### src/bbsr_pkg.sv
// shared constants and carrier types for the sram host controller
package bbsr_pkg;
	localparam int ADDR_W = 19;
	localparam int DATA_W = 8;
	localparam int CLK_PERIOD_NS = 10;
	// read: address access delay and output enable access, ns
	localparam int ADDRESS_ACCESS_DELAY_NS = 85;
	localparam int OE_ACCESS_NS = 45;
	// write timing, ns
	localparam int ADDR_TO_END_NS = 75;
	localparam int STROBE_WIDTH_NS = 65;
	localparam int DATA_SETUP_NS = 35;
	localparam int ADDR_HOLD_NS = 5;
	localparam int STROBE_TO_TRISTATE_DELAY_NS = 30;
	localparam int OUTPUT_HOLD_DELAY_NS = 5;
	// least times round up to whole cycles
	localparam int RD_CYC = (ADDRESS_ACCESS_DELAY_NS + CLK_PERIOD_NS - 1)
		/ CLK_PERIOD_NS;
	localparam int WR_CYC = (ADDR_TO_END_NS + CLK_PERIOD_NS - 1)
		/ CLK_PERIOD_NS;
	localparam int HOLD_CYC = (ADDR_HOLD_NS + CLK_PERIOD_NS - 1)
		/ CLK_PERIOD_NS;
	localparam int TURN_CYC = (STROBE_TO_TRISTATE_DELAY_NS + CLK_PERIOD_NS
		- 1) / CLK_PERIOD_NS;
	// recovery interval, longest figure, in microseconds
	localparam int RECOVERY_INTERVAL_US = 140000;
	localparam int RECOVERY_CYC = RECOVERY_INTERVAL_US * 1000 / CLK_PERIOD_NS;
	localparam logic [3:0] CNT_ZERO = 4'h0;

	typedef enum logic [2:0] {
		ST_IDLE = 3'b000,
		ST_RD = 3'b001,
		ST_WR = 3'b010,
		ST_HOLD = 3'b011,
		ST_TURN = 3'b100
	} bbsr_state_e;

	// pins toward the memory
	typedef struct packed {
		logic [ADDR_W-1:0] byte_address;
		logic chip_sel_n;
		logic out_en_n;
		logic wr_strobe_n;
	} bbsr_pins_s;
endpackage

### src/bbsr_host.sv
// host controller driving an async battery-backed byte sram
// Behaviour
// - host holds address for whole write, valid 75 ns before end
// - host holds address 5 ns after strobe rises
// - write data valid 35 ns before end, held after end
// - host keeps write strobe low at least 65 ns
// - host keeps output enable high during writes
`timescale 1ns/1ps
module bbsr_host #(
	parameter int RECOVERY_CYCLES = bbsr_pkg::RECOVERY_CYC
) (
	input wire logic mclk,
	input wire logic sys_rst,
	input wire logic power_fail,
	input wire logic req_valid,
	output logic req_ready,
	input wire logic req_write,
	input wire logic [bbsr_pkg::ADDR_W-1:0] req_addr,
	input wire logic [bbsr_pkg::DATA_W-1:0] req_wdata,
	output logic rsp_valid,
	output logic [bbsr_pkg::DATA_W-1:0] rsp_rdata,
	output logic mem_ready,
	output bbsr_pkg::bbsr_pins_s pins,
	input wire logic [bbsr_pkg::DATA_W-1:0] data_bus_in,
	output logic [bbsr_pkg::DATA_W-1:0] data_bus_out,
	output logic data_bus_oe
);
	bbsr_pkg::bbsr_state_e st_ff, nxt_st;
	logic [3:0] cnt_ff, nxt_cnt;
	bbsr_pkg::bbsr_pins_s pins_ff, nxt_pins;
	logic [bbsr_pkg::DATA_W-1:0] wd_ff, nxt_wd, rd_ff, nxt_rd;
	logic oe_ff, nxt_oe, rv_ff, nxt_rv;
	logic pf_s1_ff, pf_s2_ff, pf_prev_ff;
	logic [bbsr_pkg::DATA_W-1:0] din_s1_ff, din_s2_ff;
	logic rec_busy;

	// power fail flag is asynchronous to mclk, two flops first
	always_ff @(posedge mclk or posedge sys_rst)
	begin
		if (sys_rst)
		begin
			pf_s1_ff <= 1'b1;
			pf_s2_ff <= 1'b1;
			pf_prev_ff <= 1'b1;
			din_s1_ff <= '0;
			din_s2_ff <= '0;
		end
		else
		begin
			pf_s1_ff <= power_fail;
			pf_s2_ff <= pf_s1_ff;
			pf_prev_ff <= pf_s2_ff;
			din_s1_ff <= data_bus_in;
			din_s2_ff <= din_s1_ff;
		end
	end

	// recovery wait timer
	// restart the wait on each supply return; long, so a parameter
	bbsr_timer #(.W(24)) u_rec (
		.mclk(mclk),
		.sys_rst(sys_rst),
		.load(pf_prev_ff && !pf_s2_ff),
		.load_val(24'(RECOVERY_CYCLES)),
		.busy(rec_busy)
	);

	// deselect gating
	// no new access while the flag or the recovery wait holds
	assign mem_ready = !pf_s2_ff && !rec_busy;
	assign req_ready = (st_ff == bbsr_pkg::ST_IDLE) && mem_ready;

	// access sequencer
	always_comb
	begin
		nxt_st = st_ff;
		nxt_cnt = cnt_ff;
		nxt_pins = pins_ff;
		nxt_wd = wd_ff;
		nxt_rd = rd_ff;
		nxt_oe = oe_ff;
		nxt_rv = 1'b0;
		unique case (st_ff)
			bbsr_pkg::ST_IDLE:
			begin
				if (req_valid && req_ready)
				begin
					nxt_pins.byte_address = req_addr;
					nxt_pins.chip_sel_n = 1'b0;
					nxt_wd = req_wdata;
					if (req_write)
					begin
						nxt_pins.out_en_n = 1'b1;
						nxt_pins.wr_strobe_n = 1'b0;
						nxt_oe = 1'b1;
						nxt_cnt = 4'(bbsr_pkg::WR_CYC);
						nxt_st = bbsr_pkg::ST_WR;
					end
					else
					begin
						nxt_pins.out_en_n = 1'b0;
						// wait access delay plus two sync flops
						nxt_cnt = 4'(bbsr_pkg::RD_CYC + 2);
						nxt_st = bbsr_pkg::ST_RD;
					end
				end
			end
			bbsr_pkg::ST_RD:
			begin
				// sample only after the access delay
				if (cnt_ff == bbsr_pkg::CNT_ZERO)
				begin
					nxt_rd = din_s2_ff;
					nxt_rv = 1'b1;
					nxt_pins.chip_sel_n = 1'b1;
					nxt_pins.out_en_n = 1'b1;
					nxt_cnt = 4'(bbsr_pkg::TURN_CYC);
					nxt_st = bbsr_pkg::ST_TURN;
				end
				else
					nxt_cnt = cnt_ff - 4'h1;
			end
			bbsr_pkg::ST_WR:
			begin
				// strobe width and data setup covered by 75 ns
				// a started write runs to its end regardless
				if (cnt_ff == bbsr_pkg::CNT_ZERO)
				begin
					// both strobes rise together to end the write
					nxt_pins.wr_strobe_n = 1'b1;
					nxt_pins.chip_sel_n = 1'b1;
					nxt_cnt = 4'(bbsr_pkg::HOLD_CYC + 1);
					nxt_st = bbsr_pkg::ST_HOLD;
				end
				else
					nxt_cnt = cnt_ff - 4'h1;
			end
			bbsr_pkg::ST_HOLD:
			begin
				// address and data held past the end
				if (cnt_ff == bbsr_pkg::CNT_ZERO)
				begin
					nxt_oe = 1'b0;
					nxt_st = bbsr_pkg::ST_IDLE;
				end
				else
					nxt_cnt = cnt_ff - 4'h1;
			end
			bbsr_pkg::ST_TURN:
			begin
				// let memory release the bus before next access
				if (cnt_ff == bbsr_pkg::CNT_ZERO)
					nxt_st = bbsr_pkg::ST_IDLE;
				else
					nxt_cnt = cnt_ff - 4'h1;
			end
			default:
				nxt_st = bbsr_pkg::ST_IDLE;
		endcase
	end

	always_ff @(posedge mclk or posedge sys_rst)
	begin
		if (sys_rst)
		begin
			st_ff <= bbsr_pkg::ST_IDLE;
			cnt_ff <= '0;
			pins_ff <= '{byte_address: '0, chip_sel_n: 1'b1,
				out_en_n: 1'b1, wr_strobe_n: 1'b1};
			wd_ff <= '0;
			rd_ff <= '0;
			oe_ff <= 1'b0;
			rv_ff <= 1'b0;
		end
		else
		begin
			st_ff <= nxt_st;
			cnt_ff <= nxt_cnt;
			pins_ff <= nxt_pins;
			wd_ff <= nxt_wd;
			rd_ff <= nxt_rd;
			oe_ff <= nxt_oe;
			rv_ff <= nxt_rv;
		end
	end

	assign pins = pins_ff;
	assign data_bus_out = wd_ff;
	assign data_bus_oe = oe_ff;
	assign rsp_valid = rv_ff;
	assign rsp_rdata = rd_ff;

	a_no_bus_fight: assert property (@(posedge mclk) disable iff (sys_rst)
		data_bus_oe |-> pins.out_en_n)
		else $error("host drives data bus while output enable low");
	a_strobe_width: assert property (@(posedge mclk) disable iff (sys_rst)
		$fell(pins.wr_strobe_n) |-> !pins.wr_strobe_n [*7])
		else $error("write strobe low too short");
	a_addr_stable: assert property (@(posedge mclk) disable iff (sys_rst)
		!pins.wr_strobe_n |=> $stable(pins.byte_address))
		else $error("address moved during write");
	a_data_hold: assert property (@(posedge mclk) disable iff (sys_rst)
		$rose(pins.wr_strobe_n) |-> data_bus_oe && $stable(data_bus_out))
		else $error("write data not held at strobe rise");
	a_recov_block: assert property (@(posedge mclk) disable iff (sys_rst)
		(rec_busy || pf_s2_ff) |-> !req_ready)
		else $error("access accepted while protected");
	// select only falls after a take made while unprotected
	a_no_access_prot: assert property (@(posedge mclk) disable iff (sys_rst)
		$fell(pins.chip_sel_n) |-> $past(mem_ready))
		else $error("select fell while memory protected");
	a_read_wait: assert property (@(posedge mclk) disable iff (sys_rst)
		$fell(pins.out_en_n) |-> !rsp_valid [*8])
		else $error("read data taken before access delay");
	a_joint_fall: assert property (@(posedge mclk) disable iff (sys_rst)
		$fell(pins.wr_strobe_n) |-> $fell(pins.chip_sel_n))
		else $error("write strobe fell apart from select");
	a_addr_hold: assert property (@(posedge mclk) disable iff (sys_rst)
		$rose(pins.wr_strobe_n) |=> $stable(pins.byte_address))
		else $error("address not held after write");
endmodule

### src/bbsr_timer.sv
// down counter used for the recovery interval
`timescale 1ns/1ps
module bbsr_timer #(
	parameter int W = 24
) (
	input wire logic mclk,
	input wire logic sys_rst,
	input wire logic load,
	input wire logic [W-1:0] load_val,
	output logic busy
);
	logic [W-1:0] cnt_ff;
	logic [W-1:0] nxt_cnt;

	// load wins over counting down
	always_comb
	begin
		nxt_cnt = cnt_ff;
		if (load)
			nxt_cnt = load_val;
		else if (cnt_ff != '0)
			nxt_cnt = cnt_ff - W'(1);
	end

	always_ff @(posedge mclk or posedge sys_rst)
	begin
		if (sys_rst)
			cnt_ff <= '0;
		else
			cnt_ff <= nxt_cnt;
	end

	assign busy = (cnt_ff != '0) || load;
endmodule
### config.mk
export PLATFORM = sky130hd
export DESIGN_NAME = bbsr_host
export DESIGN_NICKNAME = d
export VERILOG_FILES = /design/src/bbsr_pkg.sv /design/src/bbsr_host.sv /design/src/bbsr_timer.sv
export SDC_FILE = /design/constraint.sdc
export NUM_CORES = 1
export LEC_CHECK = 0
export BUFFER_PORTS_ARGS = -buffer_cell sky130_fd_sc_hd__buf_2
export CAP_MARGIN = 20
export CORE_ASPECT_RATIO = 1.25
export CORE_MARGIN = 2
export CORE_UTILIZATION = 55
export CTS_BUF_LIST = sky130_fd_sc_hd__clkbuf_8
export DETAILED_ROUTE_END_ITERATION = 10
export PLACE_DENSITY = 0.8
export RECOVER_POWER = 50
export SLEW_MARGIN = 5
export SYNTH_ARGS = -nofsm -noshare
export SYNTH_HDL_FRONTEND = slang
export SYNTH_SLANG_ARGS = --single-unit
### constraint.sdc
create_clock -name mclk -period 5.65 [get_ports mclk]
set_input_delay 0 -clock mclk [delete_from_list [all_inputs] [get_ports mclk]]
set_output_delay 0 -clock mclk [all_outputs]
set_load 0.02 [all_outputs]
==> results.sh, run 1 <==
export IMPL_run_status="finished, final reports clean"
export IMPL_arrival_ns=2.90
export IMPL_dr_first_iter_drc_count=277
export IMPL_post_drt_wl_per_cell_um=17.97
export IMPL_cap_violations=0
export IMPL_via_per_inst=5.707
export IMPL_h_tree_depth=3
export IMPL_dp_slack_ns=3.230
export IMPL_syn_to_final_growth_pct=26.68
export IMPL_hp_class="in -> reg"
export IMPL_rsz0062_at_grt="no"
export IMPL_m1WireLength_um=3752
export IMPL_ys_seq_elements=90
export IMPL_maxSlewHeadroom_pct=16.59
export IMPL_fin_cells=539
export IMPL_clk_pin_slew_ns=0.09
export IMPL_antenna_found_initial=0
export IMPL_clock_path_buffers=2
export IMPL_tns_ns=0
export IMPL_overflow=0
export IMPL_drt_wl_total_um=9684
export IMPL_maxSlewViolCount=0
export IMPL_dpl_hpwl_um=5418
export IMPL_peakVddDrop_uv=185.1
export IMPL_synth_main_ff_cell="dfrtp_1"
export IMPL_root_buffer="clkbuf_8"
export IMPL_crit_fanout=10
export IMPL_critPathRequiredTime_ns=5.90
export IMPL_fin_ws_ns=3.001
export IMPL_synth_cell_type_count=53
export IMPL_p_leak_nw=2.078
export IMPL_ant_nets=0
export IMPL_ys_warn_count=0
export IMPL_cts_sinks=90
export IMPL_num_antenna_cells=0
export IMPL_num_io_pins=82
export IMPL_top_layer="met4"
export IMPL_p_per_area_nw_per_um2=338.2
export IMPL_syn_cell_area_um2=3887
export IMPL_initial_core_util_pct=56.41
export IMPL_end_kind="register"
export IMPL_core_um2=6892
export IMPL_vias=3076
export IMPL_die_h_um=98.00
export IMPL_synth_nets=369
export IMPL_grt_max_degree=91
export IMPL_wl_met2_um=5107
export IMPL_dpl_cell_count=484
export IMPL_dieWidth_um=79.20
export IMPL_postSynthAreaPerCell_um2=11.92
export IMPL_gp_congestion=0.8312
export IMPL_numCtsBuffers=9
export IMPL_drtPass1Iterations=6
export IMPL_layout_common_cells="dfrtp_1 (84), buf_2 (50), mux2_2 (38), dlygate4sd3_1 (38), clkbuf_1 (32)"
export IMPL_drc=0
export IMPL_yosysSeqAreaShare_pct=58.13
export IMPL_worstSetupPathType="reg -> reg"
export IMPL_grt_pass1_wl_um=16070
export IMPL_clkLatencyLatePin_ns=0.36
export IMPL_num_fill_cells=468
export IMPL_rows=34
export IMPL_cp_start_kind="register"
export IMPL_drive_gt1_share_pct=26.95
export IMPL_synthCells=326
export IMPL_cts_tree="done"
export IMPL_postCtsSetupRepairBufs=0
export IMPL_synthArstFlopShare_pct=100.0
export IMPL_io_buffers=81
export IMPL_hold_viol_final=0
export IMPL_fin_crit_sh_pct=46.88
export IMPL_track_usage_pct=26.94
export IMPL_final_common_cell="dfrtp_1"
export IMPL_report_final_setup_viol=0
export IMPL_rrSetupSlack_ns=3.00
export IMPL_hold_slack_ns=0.2479
export IMPL_wl_met3_um=641
export IMPL_synth_edf_count=0
export IMPL_timing_fmax_mhz=377.5
export IMPL_tightest_slew_ns=1.251
export IMPL_nNetsFinal=487
export IMPL_cts_resized=0
export IMPL_fin_skew_ns=0.01224
export IMPL_grt_pass1_vias=3161
export IMPL_min_period_ns=2.649
export IMPL_dieArea_um2=7761
-- critical path, cell delays in order (launching register included) --
cell     delay [ns]
dfrtp_1        0.44
inv_1          0.10
ha_1           0.35
nor4b_2        0.54
nand2_1        0.26
nor2_2         0.45
mux2_2         0.40
-- cells in the mapped netlist, drive strengths merged (7+ instances only) --
cell     n  area [µm²]
a21oi   15       75.07
clkbuf  11       41.29
dfrtp   84        2102
inv      7       26.28
mux2    38       427.9
nand2   21       78.83
nand3    9       45.04
nor2    28       107.6
nor3    14       80.08
nor4     8       71.32
o21ai    8       40.04
xnor2   11       96.34
xor2     7       61.31
-- power breakdown --
| group | switching (mW) | leakage [nW] | internal, mW |
|---|---|---|---|
| Sequential | 0.0802 | 1.07 | 0.724 |
| Clock | 0.248 | 0.109 | 0.223 |
| Combinational | 0.227 | 0.894 | 0.164 |
| Total | 0.555 | 2.08 | 1.11 |
-- worst paths after layout --
path	start	endpoint	depth (start not counted)
min	req_valid	cnt_ff[2]	5
max reg2reg	cnt_ff[0]	rsp_rdata[6]	6
max in group asynchronous	sys_rst	pf_prev_ff	5
max	cnt_ff[0]	rsp_rdata[6]	6
min in group asynchronous	sys_rst	din_s2_ff[1]	4
min reg2reg	din_s1_ff[0]	din_s2_ff[0]	0
-- state kept, by name, indices dropped and copies added (netlist names) --
signal / flops
pf_prev_ff: 1
pf_s2_ff: 1
pf_s1_ff: 1
din_s1_ff: 8
u_rec.cnt_ff: 24
data_bus_out: 8
data_bus_oe: 1
cnt_ff: 4
rsp_valid: 1
din_s2_ff: 8
rsp_rdata: 8
pins: 22
st_ff: 3
-- final cells by class --
class                   instances  area, µm²  area share [%]
clock buffers                  10      137.6           2.795
clock inverters                 6      72.57           1.474
inverters                       7      27.53          0.5589
multi-input cells             214       1529           31.05
flip-flops and latches         90       2260           45.88
well taps                      90      112.6           2.287
repair buffers                122      785.8           15.96
-- per-layer routing --
layer	vias to the layer above	global-route usage, %
met5	-	0
met4	0	8.488
met3	20	7.671
met2	146	45.76
met1	1511	33.23
li1	1399	-
-- repair_timing --
| item | in CTS | in global routing |
|---|---|---|
| endpoints found under the setup margin | 0 | 0 |
| hold buffers | 37 | 1 |
| hold endpoints to repair | 38 | 22 |
-- cells by family (layout without fill, tap and decap cells) --
| group | after synthesis | after routing | synth area share (%) |
|---|---|---|---|
| simple gates | 111 | 111 | 16.06 |
| mux | 38 | 38 | 11.01 |
| flops | 90 | 90 | 58.13 |
| buf+inv | 22 | 145 | 2.704 |
| fa+ha+maj | 3 | 3 | 0.9657 |
| xor+xnor | 18 | 18 | 4.055 |
| compound gates | 44 | 44 | 7.081 |
-- through the flow --
stage	util, %	cell area, µm²	power, mW
after floorplan	-	3887	1.066
after global placement	63.11	4349	1.152
after detailed placement	63.11	4349	1.169
after CTS	71.53	4930	1.645
after global routing	71.46	4925	1.749
final	71.46	4925	1.666
Power figures use the tool's default switching activity.
==> run 2: changes to the inputs <==
CORE_UTILIZATION = 51   (was 55)
PLACE_DENSITY = 0.78   (was 0.8)
clock period = 2.2 ns   (was 5.65 ns; I/O delays follow)
==> run 2 against run 1 <==
The run now ends with negative setup slack left; sequential cell count is the same; largest power group unchanged; critical path depth grew 1; largest cell class unchanged; highest routed layer unchanged; setup slack lost 3.0 ns.
==> results.sh, run 2 (same netlist as run 1, synthesis figures left out) <==
export IMPL_min_period_ns=2.217
export IMPL_top_register="u_rec.cnt_ff"
export IMPL_end_kind="register"
export IMPL_grt_pass1_wl_um=16600
export IMPL_timing_fmax_mhz=451.0
export IMPL_vias=3356
export IMPL_antenna_found_initial=0
export IMPL_grt_pass1_vias=3475
export IMPL_rsz0062_at_grt="yes"
export IMPL_drtPass1Iterations=5
export IMPL_min_from="req_valid"
export IMPL_cp_startpoint="u_rec.cnt_ff[2]"
export IMPL_dpl_cell_count=512
export IMPL_initial_core_util_pct=52.53
export IMPL_clkLatencyLatePin_ns=0.38
export IMPL_critPathRequiredTime_ns=2.43
export IMPL_timing_rr_end="u_rec.cnt_ff[22]"
export IMPL_finalPower_mw=4.360
export IMPL_clk_pin_slew_ns=0.10
export IMPL_cap_violations=0
export IMPL_ant_nets=0
export IMPL_final_common_cell="dfrtp_1"
export IMPL_overflow=0
export IMPL_reg2reg_depth=7
export IMPL_postLayoutCoreUtil_pct=71.51
export IMPL_peakVddDrop_uv=619.3
export IMPL_hold_slack_ns=0.2538
export IMPL_num_antenna_cells=0
export IMPL_dr_first_iter_drc_count=252
export IMPL_syn_to_final_growth_pct=36.14
export IMPL_numCtsBuffers=9
export IMPL_violations="negative setup slack"
export IMPL_largest_register_ffs=24
export IMPL_hold_viol_final=0
export IMPL_cp_start_kind="register"
export IMPL_fin_ws_ns=-0.01739
export IMPL_via_per_inst=5.847
export IMPL_dp_slack_ns=0.1603
export IMPL_fin_skew_ns=0.01728
export IMPL_drive_gt1_share_pct=33.40
export IMPL_rrSetupSlack_ns=-0.02
export IMPL_hp_class="in -> reg"
export IMPL_holdPathStages=5
export IMPL_p_leak_nw=2.238
export IMPL_crit_fanout=7
export IMPL_h_tree_depth=3
export IMPL_layout_common_cells="dfrtp_1 (81), buf_2 (41), clkbuf_1 (39)"
export IMPL_clock_path_buffers=2
export IMPL_track_usage_pct=27.14
export IMPL_post_drt_wl_per_cell_um=19.17
export IMPL_rows=35
export IMPL_dpl_instance_area_um2=4574
export IMPL_gp_congestion=0.8331
export IMPL_crit_reg2reg_launch="u_rec.cnt_ff[2]"
export IMPL_fin_cells=574
export IMPL_cts_sinks=90
export IMPL_drc=0
export IMPL_num_io_pins=82
export IMPL_core_um2=7401
export IMPL_die_h_um=101.6
export IMPL_dieWidth_um=82.09
export IMPL_io_buffers=81
export IMPL_maxSlewViolCount=0
export IMPL_fin_area_um2=5293
export IMPL_report_final_setup_viol=1
export IMPL_fin_crit_sh_pct=100.8
export IMPL_tightest_slew_ns=1.360
export IMPL_dieArea_um2=8341
export IMPL_grt_max_degree=43
export IMPL_arrival_ns=2.45
export IMPL_whs_endpoint="cnt_ff[2]"
export IMPL_p_per_area_nw_per_um2=823.8
export IMPL_tns_ns=-0.01739
export IMPL_root_buffer="clkbuf_8"
export IMPL_dpl_hpwl_um=5804
export IMPL_maxSlewHeadroom_pct=8.804
export IMPL_cts_tree="done"
export IMPL_worstSetupPathType="reg -> reg"
export IMPL_nNetsFinal=520
export IMPL_drt_wl_total_um=11000
export IMPL_run_status="finished, violations left"
run 2: worst max-delay path by stage:
| stage | end | cells past startpoint |
|---|---|---|
| after detailed placement | cnt_ff[3] | 9 |
| after global placement | u_rec.cnt_ff[16] | 7 |
| after floorplan | req_ready | 5 |
| after global routing | u_rec.cnt_ff[16] | 8 |
| final | u_rec.cnt_ff[22] | 7 |
| after CTS | req_ready | 6 |
run 2: worst max-delay path, cell delays in order (launching register included):
cell and delay [ns]:
dfrtp_1 0.42, nor4_4 0.34, buf_4 0.17, buf_4 0.15, nand4_1 0.27, nor4b_1 0.48
xnor2_1 0.18, nand2_1 0.08
run 2: cell type report:
cell class	instances	area, µm²
sequential	90	2263
fill	475	2108
multi-input combinational	214	1612
timing repair buffer	155	1070
clock buffer	9	123.9
tap	92	115.1
clock inverter	7	81.33
inverter	7	27.53
run 2: metal layers:
layer	routed length (µm)	part of all wire (%)	vias up	GRT usage, %
li1	-	-	1465	-
met3	694	6.3	52	6.774
met1	3754	34	1641	29.05
met4	399	3.6	0	13.46
met5	0	0	-	0
met2	6152	56	198	48.84
run 2: power breakdown:
group | internal (mW) | switching, mW | leakage [nW]
Combinational | 0.506 | 0.633 | 1.06
Sequential | 1.86 | 0.201 | 1.07
Clock | 0.454 | 0.705 | 0.103
Total | 2.82 | 1.54 | 2.24
run 2: timing repair:
action,in CTS,in global routing
hold buffers,38,0
setup endpoints to repair,2,11
pin swaps,5,6
cloned,0,2
buffers inserted,5,2
gates resized for setup,16,5
endpoints found under the hold margin,67,0
==> run 3: changes to the inputs <==
clock period = 2 ns   (was 2.2 ns; I/O delays follow)
==> run 3 against run 2 <==
The flow still finishes with violations (negative setup slack); critical path type unchanged; via count increased by 12%; critical path depth unchanged; clock power grew 21%.
==> results.sh, run 3 (same netlist as run 1, synthesis figures left out) <==
export IMPL_cap_violations=0
export IMPL_critPathRequiredTime_ns=2.28
export IMPL_num_antenna_cells=0
export IMPL_drtPass1Iterations=8
export IMPL_clk_pin_slew_ns=0.12
export IMPL_report_final_setup_viol=42
export IMPL_maxSlewViolCount=0
export IMPL_dpl_hpwl_um=6139
export IMPL_fin_area_um2=5777
export IMPL_grt_pass1_vias=3544
export IMPL_dpl_instance_area_um2=4691
export IMPL_dr_first_iter_drc_count=450
export IMPL_dieWidth_um=82.09
export IMPL_num_io_pins=82
export IMPL_rsz0062_at_grt="yes"
export IMPL_dpl_cell_count=525
export IMPL_violations="negative setup slack"
export IMPL_final_common_cell="dfrtp_1"
export IMPL_arrival_ns=2.44
export IMPL_drc=0
export IMPL_run_status="finished, violations left"
export IMPL_fin_cells=602
export IMPL_p_per_area_nw_per_um2=905.8
export IMPL_drive_gt1_share_pct=44.71
export IMPL_p_switching_mw=1.897
export IMPL_grt_max_degree=45
export IMPL_combinationalPowerShare_pct=29.7
export IMPL_fin_crit_sh_pct=107.9
export IMPL_hold_slack_ns=0.2568
export IMPL_io_buffers=81
export IMPL_clkLatencyLatePin_ns=0.38
export IMPL_timing_fmax_mhz=463.6
export IMPL_overflow=0
export IMPL_root_buffer="clkbuf_8"
export IMPL_power_frac_seq_pct=43.6
export IMPL_drt_wl_total_um=14730
export IMPL_initial_core_util_pct=52.53
export IMPL_top_register="u_rec.cnt_ff"
export IMPL_rows=35
export IMPL_nNetsFinal=548
export IMPL_pwr_share_clk_pct=26.8
export IMPL_fin_ws_ns=-0.1570
export IMPL_track_usage_pct=30.02
export IMPL_maxSlewHeadroom_pct=31.70
export IMPL_p_leak_nw=2.586
export IMPL_vias=3768
export IMPL_min_period_ns=2.157
export IMPL_peakVddDrop_uv=661.0
export IMPL_num_fill_cells=361
export IMPL_post_drt_wl_per_cell_um=24.47
export IMPL_layout_common_cells="dfrtp_1 (84), buf_2 (72), buf_4 (51)"
export IMPL_crit_fanout=4
export IMPL_tightest_slew_ns=1.019
export IMPL_ant_nets=0
export IMPL_cp_start_kind="register"
export IMPL_h_tree_depth=3
export IMPL_die_h_um=101.6
export IMPL_via_per_inst=6.259
export IMPL_hp_class="in -> reg"
export IMPL_antenna_found_initial=0
export IMPL_fin_skew_ns=0.02478
export IMPL_cts_tree="done"
export IMPL_worstSetupPathType="reg -> reg"
export IMPL_syn_to_final_growth_pct=48.60
export IMPL_core_um2=7401
export IMPL_dieArea_um2=8341
export IMPL_intPower_mw=3.336
export IMPL_clock_path_buffers=2
export IMPL_numCtsBuffers=9
export IMPL_cts_sinks=90
export IMPL_largest_register_ffs=24
export IMPL_postLayoutCoreUtil_pct=78.06
export IMPL_hold_viol_final=0
export IMPL_finalPower_mw=5.233
export IMPL_swShare_pct=36.25
export IMPL_end_kind="register"
export IMPL_gp_congestion=0.8977
export IMPL_grt_pass1_wl_um=18350
-- run 3: cell count changes in the layout (fill, tap and decap cells not counted), moves of 3 or more --
cell	before	now
clkbuf_1	39	7
buf_2	41	72
mux2_2	38	11
mux2_4	0	27
buf_4	32	51
buf_6	0	6
dfrtp_1	81	84
dfrtp_2	3	0
nor3_1	12	9
nor3_4	1	4
-- run 3: final cells by class --
class,count,area (µm²),share of cell area (%)
flip-flops and latches,90,2260,39.12
clock buffers,9,123.9,2.144
multi-input cells,215,1808,31.30
inverters,7,27.53,0.4765
repair buffers,182,1360,23.54
clock inverters,7,82.58,1.429
well taps,92,115.1,1.993
-- run 3: final timing paths --
path | startpoint | to | slack (ns) | cells past startpoint
worst max-delay path | u_rec.cnt_ff[12] | data_bus_oe | -0.16 | 7
worst min-delay path | power_fail | pf_s1_ff | 0.26 | 2
worst max register to register | u_rec.cnt_ff[12] | data_bus_oe | -0.16 | 7
worst min register to register | din_s1_ff[0] | din_s2_ff[0] | 0.36 | 0
max in group asynchronous | sys_rst | u_rec.cnt_ff[21] | 0.47 | 4
min in group asynchronous | sys_rst | data_bus_out[6] | 0.36 | 3
-- run 3: what timing repair did --
item | CTS | global route
gates resized for setup | 32 | 45
hold buffers | 38 | 0
cloned | 4 | 1
pin swaps | 3 | 11
setup buffers | 8 | 10
setup endpoints to repair | 40 | 49
endpoints found under the hold margin | 59 | 0
-- run 3: stage by stage --
stage | setup WS [ns] | setup TNS [ns]
finish | -0.1570 | -3.292
global route | -0.2430 | -7.761
CTS | -0.07990 | -0.3928
detailed placement | -0.06592 | -1.163
global placement | 0.005451 | 0
floorplan | -0.01107 | -0.08859
-- run 3: per-layer routing --
layer / GRT usage (%) / vias up / part of all wire, %
li1: - / 1515 / -
met1: 35.35 / 1809 / 34
met2: 49.78 / 331 / 48
met3: 7.932 / 113 / 9.4
met4: 16.03 / 0 / 7.9
met5: 0 / - / 0
-- run 3: critical path, cell delays in order, from the launching register on --
cell     delay [ns]
dfrtp_1        0.46
nor4_4         0.31
buf_4          0.18
nand4_1        0.22
buf_4          0.23
nor3_2         0.28
a21oi_1        0.15
a31oi_1        0.23
-- run 3: power by group through the flow --
stage | combinational [mW] | clock, mW | sequential, mW
floorplan | 0.692 | 0 | 2.33
global placement | 1.19 | 0 | 2.24
detailed placement | 1.22 | 0 | 2.25
CTS | 1.32 | 1.32 | 2.23
global route | 1.63 | 1.47 | 2.29
finish | 1.55 | 1.40 | 2.28
